### src/shared/nbbs_cfg.svh
`ifndef NBBS_CFG_SVH
`define NBBS_CFG_SVH
// ----------------------------------------
// Bus width codes and burst limits
// ----------------------------------------
`define NBBS_WIDTH_8       1'b0
`define NBBS_WIDTH_16      1'b1
`define NBBS_MIN_BURST     3'h2
`define NBBS_MAX_BURST     3'h4
`define NBBS_OFS_SINGLE8   2'h3
`define NBBS_WORD_BYTES    3'h4
`endif

### src/shared/nbbs_pkg.sv
`default_nettype none
package nbbs_pkg;
  // Data type of one data cycle
  typedef enum logic [1:0] {
    NBBS_DT_BYTE  = 2'h0,
    NBBS_DT_SHORT = 2'h1
  } nbbs_dtype_e;
endpackage : nbbs_pkg
`default_nettype wire

### src/shared/nbbs_plan_if.sv
`default_nettype none
// Carries one precomputed access plan from planner to sequencer
interface nbbs_plan_if;
  logic [1:0] n_acc;     // Number of accesses, 1 or 2
  logic [2:0] len0;      // Data cycles in access 0
  logic [2:0] len1;      // Data cycles in access 1
  modport planner (output n_acc, output len0, output len1);
  modport user    (input n_acc, input len0, input len1);
endinterface : nbbs_plan_if
`default_nettype wire

### src/hw/nbbs_sequencer.sv
// Notes on behaviour
// - Burst is one address, two to four data
// - 8-bit bursts start at offsets 0-2 only
// - 8-bit offset 1: three-byte burst, one byte
// - 8-bit offset 2: two two-byte bursts
// - 8-bit offset 3: one byte, three-byte burst
// - 16-bit bursts may mix byte and short
// - 16-bit offset 1: byte+short burst, byte
// - 16-bit offset 2: two separate shorts
// - 16-bit offset 3: byte, short+byte burst
`include "nbbs_cfg.svh"
`default_nettype none
module nbbs_sequencer
  import nbbs_pkg::*;
(
  // Clock and reset
  input  wire logic               core_clk_i,
  input  wire logic               rstn_i,
  // Word request (same clock)
  input  wire logic               req_valid_i,
  output logic                    req_ready_o,
  input  wire logic               width16_i,
  input  wire logic [1:0]         ofs_i,
  // External bus
  output logic                    addr_cycle_o,
  output logic                    data_cycle_o,
  output logic                    burst_last_o,
  output logic [1:0]              low_byte_address_bits_o,
  output nbbs_pkg::nbbs_dtype_e   data_type_o,
  output logic                    lane3_byte_enable_n_o,
  output logic                    lane2_byte_enable_n_o,
  output logic                    lane1_byte_enable_n_o,
  output logic                    lane0_byte_enable_n_o,
  input  wire logic               data_ack_i,
  output logic                    word_done_o
);
  import nbbs_pkg::*;

  typedef enum logic [1:0] {
    NBBS_ST_IDLE = 2'h0,
    NBBS_ST_ADDR = 2'h1,
    NBBS_ST_DATA = 2'h2
  } nbbs_state_e;

  // All sequencer state in one record
  typedef struct packed {
    nbbs_state_e st;      // Phase
    logic        w16;     // Latched bus width
    logic [1:0]  addr;    // Current byte offset
    logic [2:0]  left;    // Data cycles left in this access
    logic        second;  // Working on second access
    logic [2:0]  len1;    // Length of second access
    logic        more;    // A second access follows
    logic        done;    // Word finished pulse
    logic [2:0]  bytes_left;  // Bytes of the word still to move
  } nbbs_state_s;

  nbbs_state_s st_ff;     // Registered state
  nbbs_state_s nxt_st;    // Next state
  nbbs_plan_if plan ();   // Split plan for the live request

  // ----------------------------------------
  // Planner
  // ----------------------------------------
  nbbs_planner nbbs_planner_inst (
    .width16_i (width16_i),
    .ofs_i     (ofs_i),
    .plan      (plan)
  );

  // One data cycle moves a byte, or a short from an even offset on 16-bit
  // A short is only used while two or more bytes of the word remain; otherwise
  // the tail of an unaligned word would spill one byte into the next word
  function automatic logic is_short(input logic w16, input logic [1:0] a, input logic [2:0] n);
    is_short = w16 && !a[0] && (n >= 3'h2);
  endfunction : is_short

  // ----------------------------------------
  // Next state
  // ----------------------------------------
  always_comb begin
    nxt_st      = st_ff;
    nxt_st.done = 1'b0;
    case (st_ff.st)
      NBBS_ST_IDLE: begin
        if (req_valid_i) begin
          nxt_st.st     = NBBS_ST_ADDR;
          nxt_st.w16    = width16_i;
          nxt_st.addr   = ofs_i;
          nxt_st.left   = plan.len0;
          nxt_st.len1   = plan.len1;
          nxt_st.more   = (plan.n_acc == 2'h2);
          nxt_st.second = 1'b0;
          // Whole word still to move
          nxt_st.bytes_left = `NBBS_WORD_BYTES;
        end
      end
      // Single address cycle opens each access
      NBBS_ST_ADDR: nxt_st.st = NBBS_ST_DATA;
      NBBS_ST_DATA: begin
        if (data_ack_i) begin
          // Advance the offset on every acknowledged data cycle
          nxt_st.addr = st_ff.addr + (is_short(st_ff.w16, st_ff.addr, st_ff.bytes_left) ? 2'h2 : 2'h1);
          // Bytes moved by this beat leave the word count
          nxt_st.bytes_left = st_ff.bytes_left - (is_short(st_ff.w16, st_ff.addr, st_ff.bytes_left) ? 3'h2 : 3'h1);
          nxt_st.left = st_ff.left - 3'h1;
          if (st_ff.left == 3'h1) begin
            if (st_ff.more && !st_ff.second) begin
              nxt_st.st     = NBBS_ST_ADDR;
              nxt_st.second = 1'b1;
              nxt_st.left   = st_ff.len1;
            end else begin
              nxt_st.st   = NBBS_ST_IDLE;
              nxt_st.done = 1'b1;
            end
          end
        end
      end
      default: nxt_st.st = NBBS_ST_IDLE;
    endcase
  end

  // ----------------------------------------
  // State register
  // ----------------------------------------
  always_ff @(posedge core_clk_i or negedge rstn_i) begin
    if (!rstn_i) begin
      st_ff <= '{st: NBBS_ST_IDLE, w16: 1'b0, addr: 2'h0, left: 3'h0,
                 second: 1'b0, len1: 3'h0, more: 1'b0, done: 1'b0, bytes_left: 3'h0};
    end else begin
      st_ff <= nxt_st;
    end
  end

  // ----------------------------------------
  // Outputs
  // ----------------------------------------
  // Enables are decoded live from the current offset, never held from the first cycle
  logic short_now;   // Current data cycle carries a short
  always_comb begin
    short_now               = is_short(st_ff.w16, st_ff.addr, st_ff.bytes_left);
    req_ready_o             = (st_ff.st == NBBS_ST_IDLE);
    addr_cycle_o            = (st_ff.st == NBBS_ST_ADDR);
    data_cycle_o            = (st_ff.st == NBBS_ST_DATA);
    burst_last_o            = data_cycle_o && (st_ff.left == 3'h1);
    low_byte_address_bits_o = st_ff.addr;
    data_type_o             = short_now ? NBBS_DT_SHORT : NBBS_DT_BYTE;
    lane0_byte_enable_n_o   = !(data_cycle_o && st_ff.addr == 2'h0);
    lane1_byte_enable_n_o   = !(data_cycle_o && (st_ff.addr == 2'h1 || (short_now && st_ff.addr == 2'h0)));
    lane2_byte_enable_n_o   = !(data_cycle_o && st_ff.addr == 2'h2);
    lane3_byte_enable_n_o   = !(data_cycle_o && (st_ff.addr == 2'h3 || (short_now && st_ff.addr == 2'h2)));
    word_done_o             = st_ff.done;
  end

  // ----------------------------------------
  // Checks
  // ----------------------------------------
  burst_len_a: assert property (@(posedge core_clk_i) disable iff (!rstn_i)
    (st_ff.st == NBBS_ST_ADDR) |-> (st_ff.left >= 3'h1 && st_ff.left <= `NBBS_MAX_BURST))
    else $error("access length out of range");
  single_at3_a: assert property (@(posedge core_clk_i) disable iff (!rstn_i)
    (st_ff.st == NBBS_ST_ADDR && !st_ff.w16 && st_ff.addr == `NBBS_OFS_SINGLE8) |-> st_ff.left == 3'h1)
    else $error("8-bit burst started at offset 3");
  ofs1_8_a: assert property (@(posedge core_clk_i) disable iff (!rstn_i)
    (req_ready_o && req_valid_i && !width16_i && ofs_i == 2'h1) |=> st_ff.left == 3'h3 && st_ff.len1 == 3'h1)
    else $error("offset 1 split wrong on 8-bit");
  ofs2_8_a: assert property (@(posedge core_clk_i) disable iff (!rstn_i)
    (req_ready_o && req_valid_i && !width16_i && ofs_i == 2'h2) |=> st_ff.left == 3'h2 && st_ff.len1 == 3'h2)
    else $error("offset 2 split wrong on 8-bit");
  ofs3_8_a: assert property (@(posedge core_clk_i) disable iff (!rstn_i)
    (req_ready_o && req_valid_i && !width16_i && ofs_i == 2'h3) |=> st_ff.left == 3'h1 && st_ff.len1 == 3'h3)
    else $error("offset 3 split wrong on 8-bit");
  ofs1_16_a: assert property (@(posedge core_clk_i) disable iff (!rstn_i)
    (req_ready_o && req_valid_i && width16_i && ofs_i == 2'h1) |=> st_ff.left == 3'h2 && st_ff.len1 == 3'h1)
    else $error("offset 1 split wrong on 16-bit");
  ofs2_16_a: assert property (@(posedge core_clk_i) disable iff (!rstn_i)
    (req_ready_o && req_valid_i && width16_i && ofs_i == 2'h2) |=> st_ff.left == 3'h1 && st_ff.more)
    else $error("offset 2 split wrong on 16-bit");
  ofs3_16_a: assert property (@(posedge core_clk_i) disable iff (!rstn_i)
    (req_ready_o && req_valid_i && width16_i && ofs_i == 2'h3) |=> st_ff.left == 3'h1 && st_ff.len1 == 3'h2)
    else $error("offset 3 split wrong on 16-bit");
  addr_step_a: assert property (@(posedge core_clk_i) disable iff (!rstn_i)
    (data_cycle_o && data_ack_i && !burst_last_o) |=>
      low_byte_address_bits_o == $past(low_byte_address_bits_o) + ($past(short_now) ? 2'h2 : 2'h1))
    else $error("low address did not advance");
  // Shorts only on a 16-bit bus and only from an even offset
  type_mix_a: assert property (@(posedge core_clk_i) disable iff (!rstn_i)
    (data_cycle_o && data_type_o == NBBS_DT_SHORT) |-> (st_ff.w16 && !low_byte_address_bits_o[0]))
    else $error("short beat on byte bus or odd offset");
  // A finished word has moved exactly its four bytes, no spill into the next word
  word_bytes_a: assert property (@(posedge core_clk_i) disable iff (!rstn_i)
    st_ff.done |-> (st_ff.bytes_left == 3'h0))
    else $error("word ended with bytes over or under");
  // Enables are all released outside data cycles
  lanes_idle_a: assert property (@(posedge core_clk_i) disable iff (!rstn_i)
    !data_cycle_o |-> (lane0_byte_enable_n_o && lane1_byte_enable_n_o && lane2_byte_enable_n_o
                       && lane3_byte_enable_n_o))
    else $error("byte enable active outside data cycle");
endmodule : nbbs_sequencer
`default_nettype wire

### src/hw/nbbs_planner.sv
`include "nbbs_cfg.svh"
`default_nettype none
// Splits a word access into accesses from the bus width and start offset
module nbbs_planner (
  // Request
  input  wire logic       width16_i,
  input  wire logic [1:0] ofs_i,
  // Plan
  nbbs_plan_if.planner    plan
);
  // ----------------------------------------
  // Split table
  // ----------------------------------------
  // Lengths count data cycles; on 16-bit a byte and a short are one cycle each
  always_comb begin
    plan.n_acc = 2'h2;
    plan.len0  = 3'h1;
    plan.len1  = 3'h1;
    if (width16_i == `NBBS_WIDTH_8) begin
      case (ofs_i)
        2'h0: begin plan.n_acc = 2'h1; plan.len0 = 3'h4; end
        2'h1: begin plan.len0 = 3'h3; plan.len1 = 3'h1; end
        2'h2: begin plan.len0 = 3'h2; plan.len1 = 3'h2; end
        default: begin plan.len0 = 3'h1; plan.len1 = 3'h3; end
      endcase
    end else begin
      case (ofs_i)
        2'h0: begin plan.n_acc = 2'h1; plan.len0 = 3'h2; end
        2'h1: begin plan.len0 = 3'h2; plan.len1 = 3'h1; end
        2'h2: begin plan.len0 = 3'h1; plan.len1 = 3'h1; end
        default: begin plan.len0 = 3'h1; plan.len1 = 3'h2; end
      endcase
    end
  end
endmodule : nbbs_planner
`default_nettype wire

### config.mk
export PLATFORM = sky130hd
export DESIGN_NAME = nbbs_sequencer
export DESIGN_NICKNAME = d
export VERILOG_FILES = /design/src/shared/nbbs_pkg.sv /design/src/shared/nbbs_plan_if.sv /design/src/hw/nbbs_sequencer.sv /design/src/hw/nbbs_planner.sv
export VERILOG_INCLUDE_DIRS = /design/src /design/src/shared
export SDC_FILE = /design/constraint.sdc
export NUM_CORES = 1
export LEC_CHECK = 0
export BUFFER_PORTS_ARGS = -buffer_cell sky130_fd_sc_hd__clkbuf_2
export CAP_MARGIN = 20
export CORE_ASPECT_RATIO = 1.25
export CORE_UTILIZATION = 50
export DETAILED_ROUTE_END_ITERATION = 10
export GPL_TIMING_DRIVEN = 0
export PLACE_DENSITY = 0.85
export SYNTH_ARGS = -nofsm -noshare
export SYNTH_HDL_FRONTEND = slang
export SYNTH_HIERARCHICAL = 1
export SYNTH_SLANG_ARGS = --single-unit
export TNS_END_PERCENT = 100
### constraint.sdc
create_clock -name core_clk_i -period 1.8 [get_ports core_clk_i]
set_input_delay 0.36 -clock core_clk_i [delete_from_list [all_inputs] [get_ports core_clk_i]]
set_output_delay 0.36 -clock core_clk_i [all_outputs]
set_load 0.01 [all_outputs]
==> Yosys cells after proc, flatten, opt, wreduce, memory -nomap -nowiden <==
Index checks and enable logic that the tools add are counted.
{ "totals": {"ff_bits": 17, "input_bits": 7, "output_inout_bits": 13, "elab_cells": 79} }
{ "op_classes": {"add_sub_neg": 3, "magnitude_cmp": 1, "n_eq_ne": 13, "muxes": 25, "n_reduce_logical": 28} }
{ "op_table": {"columns": ["op", "count"], "rows": [
  ["2-bit 2-to-1 mux", 7],
  ["13-bit 2-to-1 mux", 1],
  ["4-bit 2-to-1 mux", 3],
  ["6-bit case mux with 2 select lines", 1],
  ["2-bit equality test (second input constant)", 5],
  ["1-bit logical AND", 10],
  ["3-bit 2-to-1 mux", 3],
  ["3-bit case mux with 3 select lines", 1],
  ["2-bit by 1-bit equality test with 1-bit output (second input constant)", 3],
  ["1-bit zero test", 6],
  ["2-bit zero test", 3],
  ["6-bit 2-to-1 mux", 1],
  ["2-bit by 1-bit inequality test with 1-bit output (second input constant)", 3],
  ["2-bit case mux with 3 select lines", 1],
  ["3-bit case mux with 2 select lines", 1],
  ["3-bit AND reduction", 2],
  ["1-bit 2-to-1 mux", 5],
  ["5-bit AND reduction", 1],
  ["2-bit case mux with 2 select lines", 1],
  ["3-bit by 1-bit equality test with 1-bit output (second input constant)", 1],
  ["3-bit by 2-bit >= comparator with 1-bit output (second input constant)", 1],
  ["3-bit OR reduction", 1],
  ["3-bit by 1-bit subtractor with 3-bit output (second input constant)", 1],
  ["3-bit by 2-bit subtractor with 3-bit output", 1],
  ["6 further kinds", 7]
]} }

==> Longest topological paths before layout <==
{ "logic_depth": {"depth_word": 7, "mapped_depth": 7, "ltp_nobuf": 7} }

==> Cells and area by module <==
Netlist, hierarchy kept.
{ "by_module_without_submodules": {"columns": ["mod", "instances", "cells_per_inst", "area_per_inst_um2", "seq_area_each_um2"], "rows": [
  ["nbbs_sequencer", 1, 104, 1027.2, 425.4],
  ["nbbs_planner", 1, 20, 146.4, 0.0]
]} }

==> Least setup slack after synthesis <==
Ideal clock, no wire load.
{ "synth_path": {"path_kind": "register -> register", "startpoint": "register st_ff[2] (netlist bit)", "endpoint": "register st_ff[2] (netlist bit)", "setup_ns": 0.127, "arrival_time_ns": 1.577, "t_required_ns": 1.673, "slack_ns": 0.095, "path_stages_with_launch": 8, "n_path_buf": 0, "synth_period_minus_slack_ns": 1.705, "cell_sequence": "dfrtp_1 -> o21ai_0 -> nor2_1 -> inv_1 -> ha_1 -> fa_1 -> a211oi_1 -> a31oi_1"} }
{ "synth_between": {"elab_chain_cells": 6} }
{ "synth_rtl": {"columns": ["element", "line_no", "source"], "rows": [
  ["start: declaration", "nbbs_sequencer.sv:58", "nbbs_state_s st_ff;"],
  ["start signal: assignment", "nbbs_sequencer.sv:128", "st_ff <= '{st: NBBS_ST_IDLE, w16: 1'b0, addr: 2'h0, left: 3'h0,"],
  ["start signal: assignment", "nbbs_sequencer.sv:131", "st_ff <= nxt_st;"],
  ["3-bit by 2-bit >= comparator with 1-bit output", null, null],
  ["1-bit logical AND", null, null],
  ["net short_now", "nbbs_sequencer.sv:139", "logic short_now;"],
  ["2-bit 2-to-1 mux", "nbbs_sequencer.sv:105", "nxt_st.bytes_left = st_ff.bytes_left - (is_short(st_ff.w16, st_ff.addr, st_ff.bytes_left) ? 3'h2 : 3'h1);"],
  ["3-bit by 2-bit subtractor with 3-bit output", "nbbs_sequencer.sv:105", null],
  ["4-bit 2-to-1 mux", "nbbs_sequencer.sv:101", "if (data_ack_i) begin"],
  ["3-bit case mux with 2 select lines", "nbbs_sequencer.sv:84", "case (st_ff.st)"]
]} }
The timed path passes the listed nets, and every way through them passes these cells. The select of a mux whose other input is x is not followed.
A chain may end at the register's enable or synchronous reset.

==> Worst setup path in the final report <==
{ "layout_path": {"startpoint": "register st_ff[2] (netlist bit)", "endpoint": "output lane1_byte_enable_n_o"} }
{ "layout_between": {"elab_chain_cells": 6} }
{ "layout_rtl": {"columns": ["element", "line_no", "source"], "rows": [
  ["3-bit by 2-bit >= comparator with 1-bit output", "nbbs_sequencer.sv:75", "is_short = w16 && !a[0] && (n >= 3'h2);"],
  ["1-bit logical AND", "nbbs_sequencer.sv:75", null],
  ["1-bit logical AND", "nbbs_sequencer.sv:149", "lane1_byte_enable_n_o = !(data_cycle_o && (st_ff.addr == 2'h1 || (short_now && st_ff.addr == 2'h0)));"],
  ["1-bit logical OR", "nbbs_sequencer.sv:149", null],
  ["1-bit logical AND", "nbbs_sequencer.sv:149", null],
  ["1-bit zero test", "nbbs_sequencer.sv:149", null],
  ["end: declaration", "nbbs_sequencer.sv:32", "output logic lane1_byte_enable_n_o,"]
]} }
Every way passes these cells.

==> out/results.ini <==
[status]
status=completed

[route]
drc=0
wl_um=2420
viasPerCell=5.45
antenna_left=0
num_vias=991
dr.pass1.iters=6
wl_per_cell_um=13.3
drtIter0Drc=35

[yosys]
synth-xor-area-share_pct=0
ys_seq_area_share_pct=36.2
synthSimpleGateAreaFrac_pct=20.3
yosys_warnings=6
synth.cell_area_um2=1170
synth_top_area_share_pct=36.2
synthDistinctLibCells=40
synth_fa_ha_area_share_pct=12.4
synthMuxAreaShare_pct=4.69
synth_area_per_cell_um2=9.46
synth-compound-area-share_pct=18.4
yosys.area.top_type=dfrtp_1
syn_inst=124
synthTopCellsByArea=dfrtp_1, ha_1, nor2_1, mux2_2, o21ai_0
synth_seq_cells=17
synth_top_family_by_area=simple AND/OR/NAND/NOR gates
synth_fp_nets=142

[clock_tree]
clock_path_buffers=2
clk_pin_slew_ns=0.09
numCtsBuffers=3
tritoncts=done
clkLatencyLatePin_ns=0.29
cts_sinks=17
htree_levels=1
cts-root-buf=clkbuf_4

[timing]
fin_hold_ws_ns=0.382
fin_ws_ns=0.0510
max_freq_ghz=0.572
final.min_clock_period_ns=1.75
rsz0062_at_grt=true
finalClockSkew_ns=0.00282
hold_viol_final=0
setup_viol=0
finalCritPeriodShare_pct=97.2
drv_slew=0
fin_tns_setup_ns=0

[critical_path]
start_kind=register
r2r_cells=5
crit_family=simple AND/OR/NAND/NOR gates
slowest_stage=dfrtp_1
path_class=register to output pin
rrSetupSlack_ns=0.08
cp.arrival_ns=1.39
critPathLaunch=st_ff[2]
worstPathRequired_ns=1.44
r2r-end=st_ff[1]
critPathMaxStageDelay_ns=0.41
cp_cell_sequence=o21ai_4, nor2b_2, or3_1, clkbuf_2
endpoint_kind=output pin
cp.depth=4
path_max_fanout=3
rr_startpoint=low_byte_address_bits_o[0]
crit_end=lane1_byte_enable_n_o
critical_path_buf_inv_count=1

[power]
power.density_nw_per_um2=1580
finalPower_w=0.00222
peakVddDrop_uv=688
leakagePower_nw=0.648

[die]
initial_core_util_pct=53.1
fp.dieH_um=56.2
rows=19
dieArea_um2=2550
fp.dieW_um=45.3
io_pins=20
fp.coreArea_um2=2210

[global_route]
grt_pass1_vias=935
grt_pass1_wl_um=4020
antenna_found_initial=0
grt_usage_pct=21.3
grt_overflow=0
grt_max_degree=18

[final_layout]
num_antenna_cells=0
area.growth.synth_to_final_pct=19.7
num-nets-final=170
final_layout_size_suffix_gt1_share_pct=33.8
design_area_um2=1410

[placement]
preCtsSetupSlack_ns=-0.104
dp_hpwl_um=1750
place_area_um2=1300
place.gp.congestion=0.820
port_buffers=18

[flow_run]
drv_cap=0

[worst_hold_path]
hp-class=input pin to register

-- power breakdown --
group | internal [W] | switching, W | total, W
clock | 0.0000863 | 0.000121 | 0.000207
sequential | 0.000548 | 0.000182 | 0.000730
combinational | 0.000608 | 0.000670 | 0.00128
total | 0.00124 | 0.000973 | 0.00222
-- worst min path at each step --
stage / from / endpoint / slack (ns) / cells after the start
after global routing: ofs_i[0] / low_byte_address_bits_o[0] / 0.41 / 3
after global placement: rstn_i / st_ff[11] / 0.31 / 1
after floorplan: rstn_i / low_byte_address_bits_o[0] / 0.06 / 0
final: ofs_i[0] / low_byte_address_bits_o[0] / 0.38 / 3
after CTS: ofs_i[0] / low_byte_address_bits_o[0] / 0.37 / 3
after detailed placement: rstn_i / st_ff[11] / 0.32 / 1
-- worst min-delay path, cell delays in order --
cell and delay [ns]:
clkbuf_2 0.12, nand3_1 0.09, a31oi_1 0.08
-- cell usage in the layout (no fill, tap or decap), types with 2 or more instances in the layout --
cell type	netlist	layout
a21oi_1	3	3
a31oi_1	6	6
buf_4	5	9
clkbuf_2	0	18
clkbuf_4	0	3
conb_1	2	2
dfrtp_1	17	15
dfrtp_2	0	2
ha_1	10	10
inv_1	8	8
mux2_2	4	4
nand2_1	8	8
nand3_1	3	3
nand3b_1	2	2
nor2_1	14	13
o211ai_1	2	2
o21ai_0	8	7
o22ai_1	2	2
or3_1	2	2
-- registers in the layout (all words and copies together) (netlist names) --
signal                   flops
st_ff                       14
low_byte_address_bits_o      2
word_done_o                  1
-- per-layer routing --
metal	vias to the layer above	share of wire, %	GRT usage [%]
met4	0	3.6	9.52
li1	483	-	-
met2	34	51	35.8
met1	465	42	26.7
met3	9	3.9	1.95
met5	-	0	0
-- final cells by class --
class | count | area (µm²)
Fill cell | 191 | 806
Multi-Input combinational cell | 91 | 693
Sequential cell | 17 | 428
Timing Repair Buffer | 23 | 130
Buffer | 6 | 48.8
Inverter | 10 | 40.0
Tap cell | 31 | 38.8
Clock buffer | 4 | 26.3
-- synth_stat cells, drive strengths merged --
| cell type | number |
|---|---|
| dfrtp | 17 |
| nor2 | 14 |
| ha | 10 |
| inv | 10 |
| nand2 | 10 |
| o21ai | 8 |
| a31oi | 6 |
| buf | 6 |
| a21oi | 4 |
| mux2 | 4 |
| nand3 | 3 |
| or3 | 3 |
| a211oi | 2 |
| conb | 2 |
| nand2b | 2 |
| nand3b | 2 |
| nor2b | 2 |
| nor3b | 2 |
| o211ai | 2 |
| o22ai | 2 |
| a2111oi | 1 |
| a21boi | 1 |
| a311o | 1 |
| and3b | 1 |
| fa | 1 |
| mux2i | 1 |
| nand4bb | 1 |
| nor3 | 1 |
| nor4bb | 1 |
| o21a | 1 |
| o21bai | 1 |
| o31ai | 1 |
| or2 | 1 |
-- kinds of logic after synthesis --
group           count (synthesis)
compound gates                 30
fa+ha+maj                      11
buf+inv                        16
flops                          17
mux                             5
other cells                     2
simple gates                   43
-- through the flow --
stage	instances	util [%]
CTS	179	61.6
global route	182	63.6
floorplan	124	-
detailed placement	173	58.9
global placement	173	58.9
finish	182	63.6
-- timing repair --
action | CTS | global route
pin swaps | 0 | 1
endpoints found under the setup margin | 8 | 6
hold buffers | 1 | 0
gates cloned | 0 | 0
resized for setup | 6 | 5
endpoints found under the hold margin | 17 | 0
buffers inserted | 1 | 3
(Power assumes the default switching activity.)
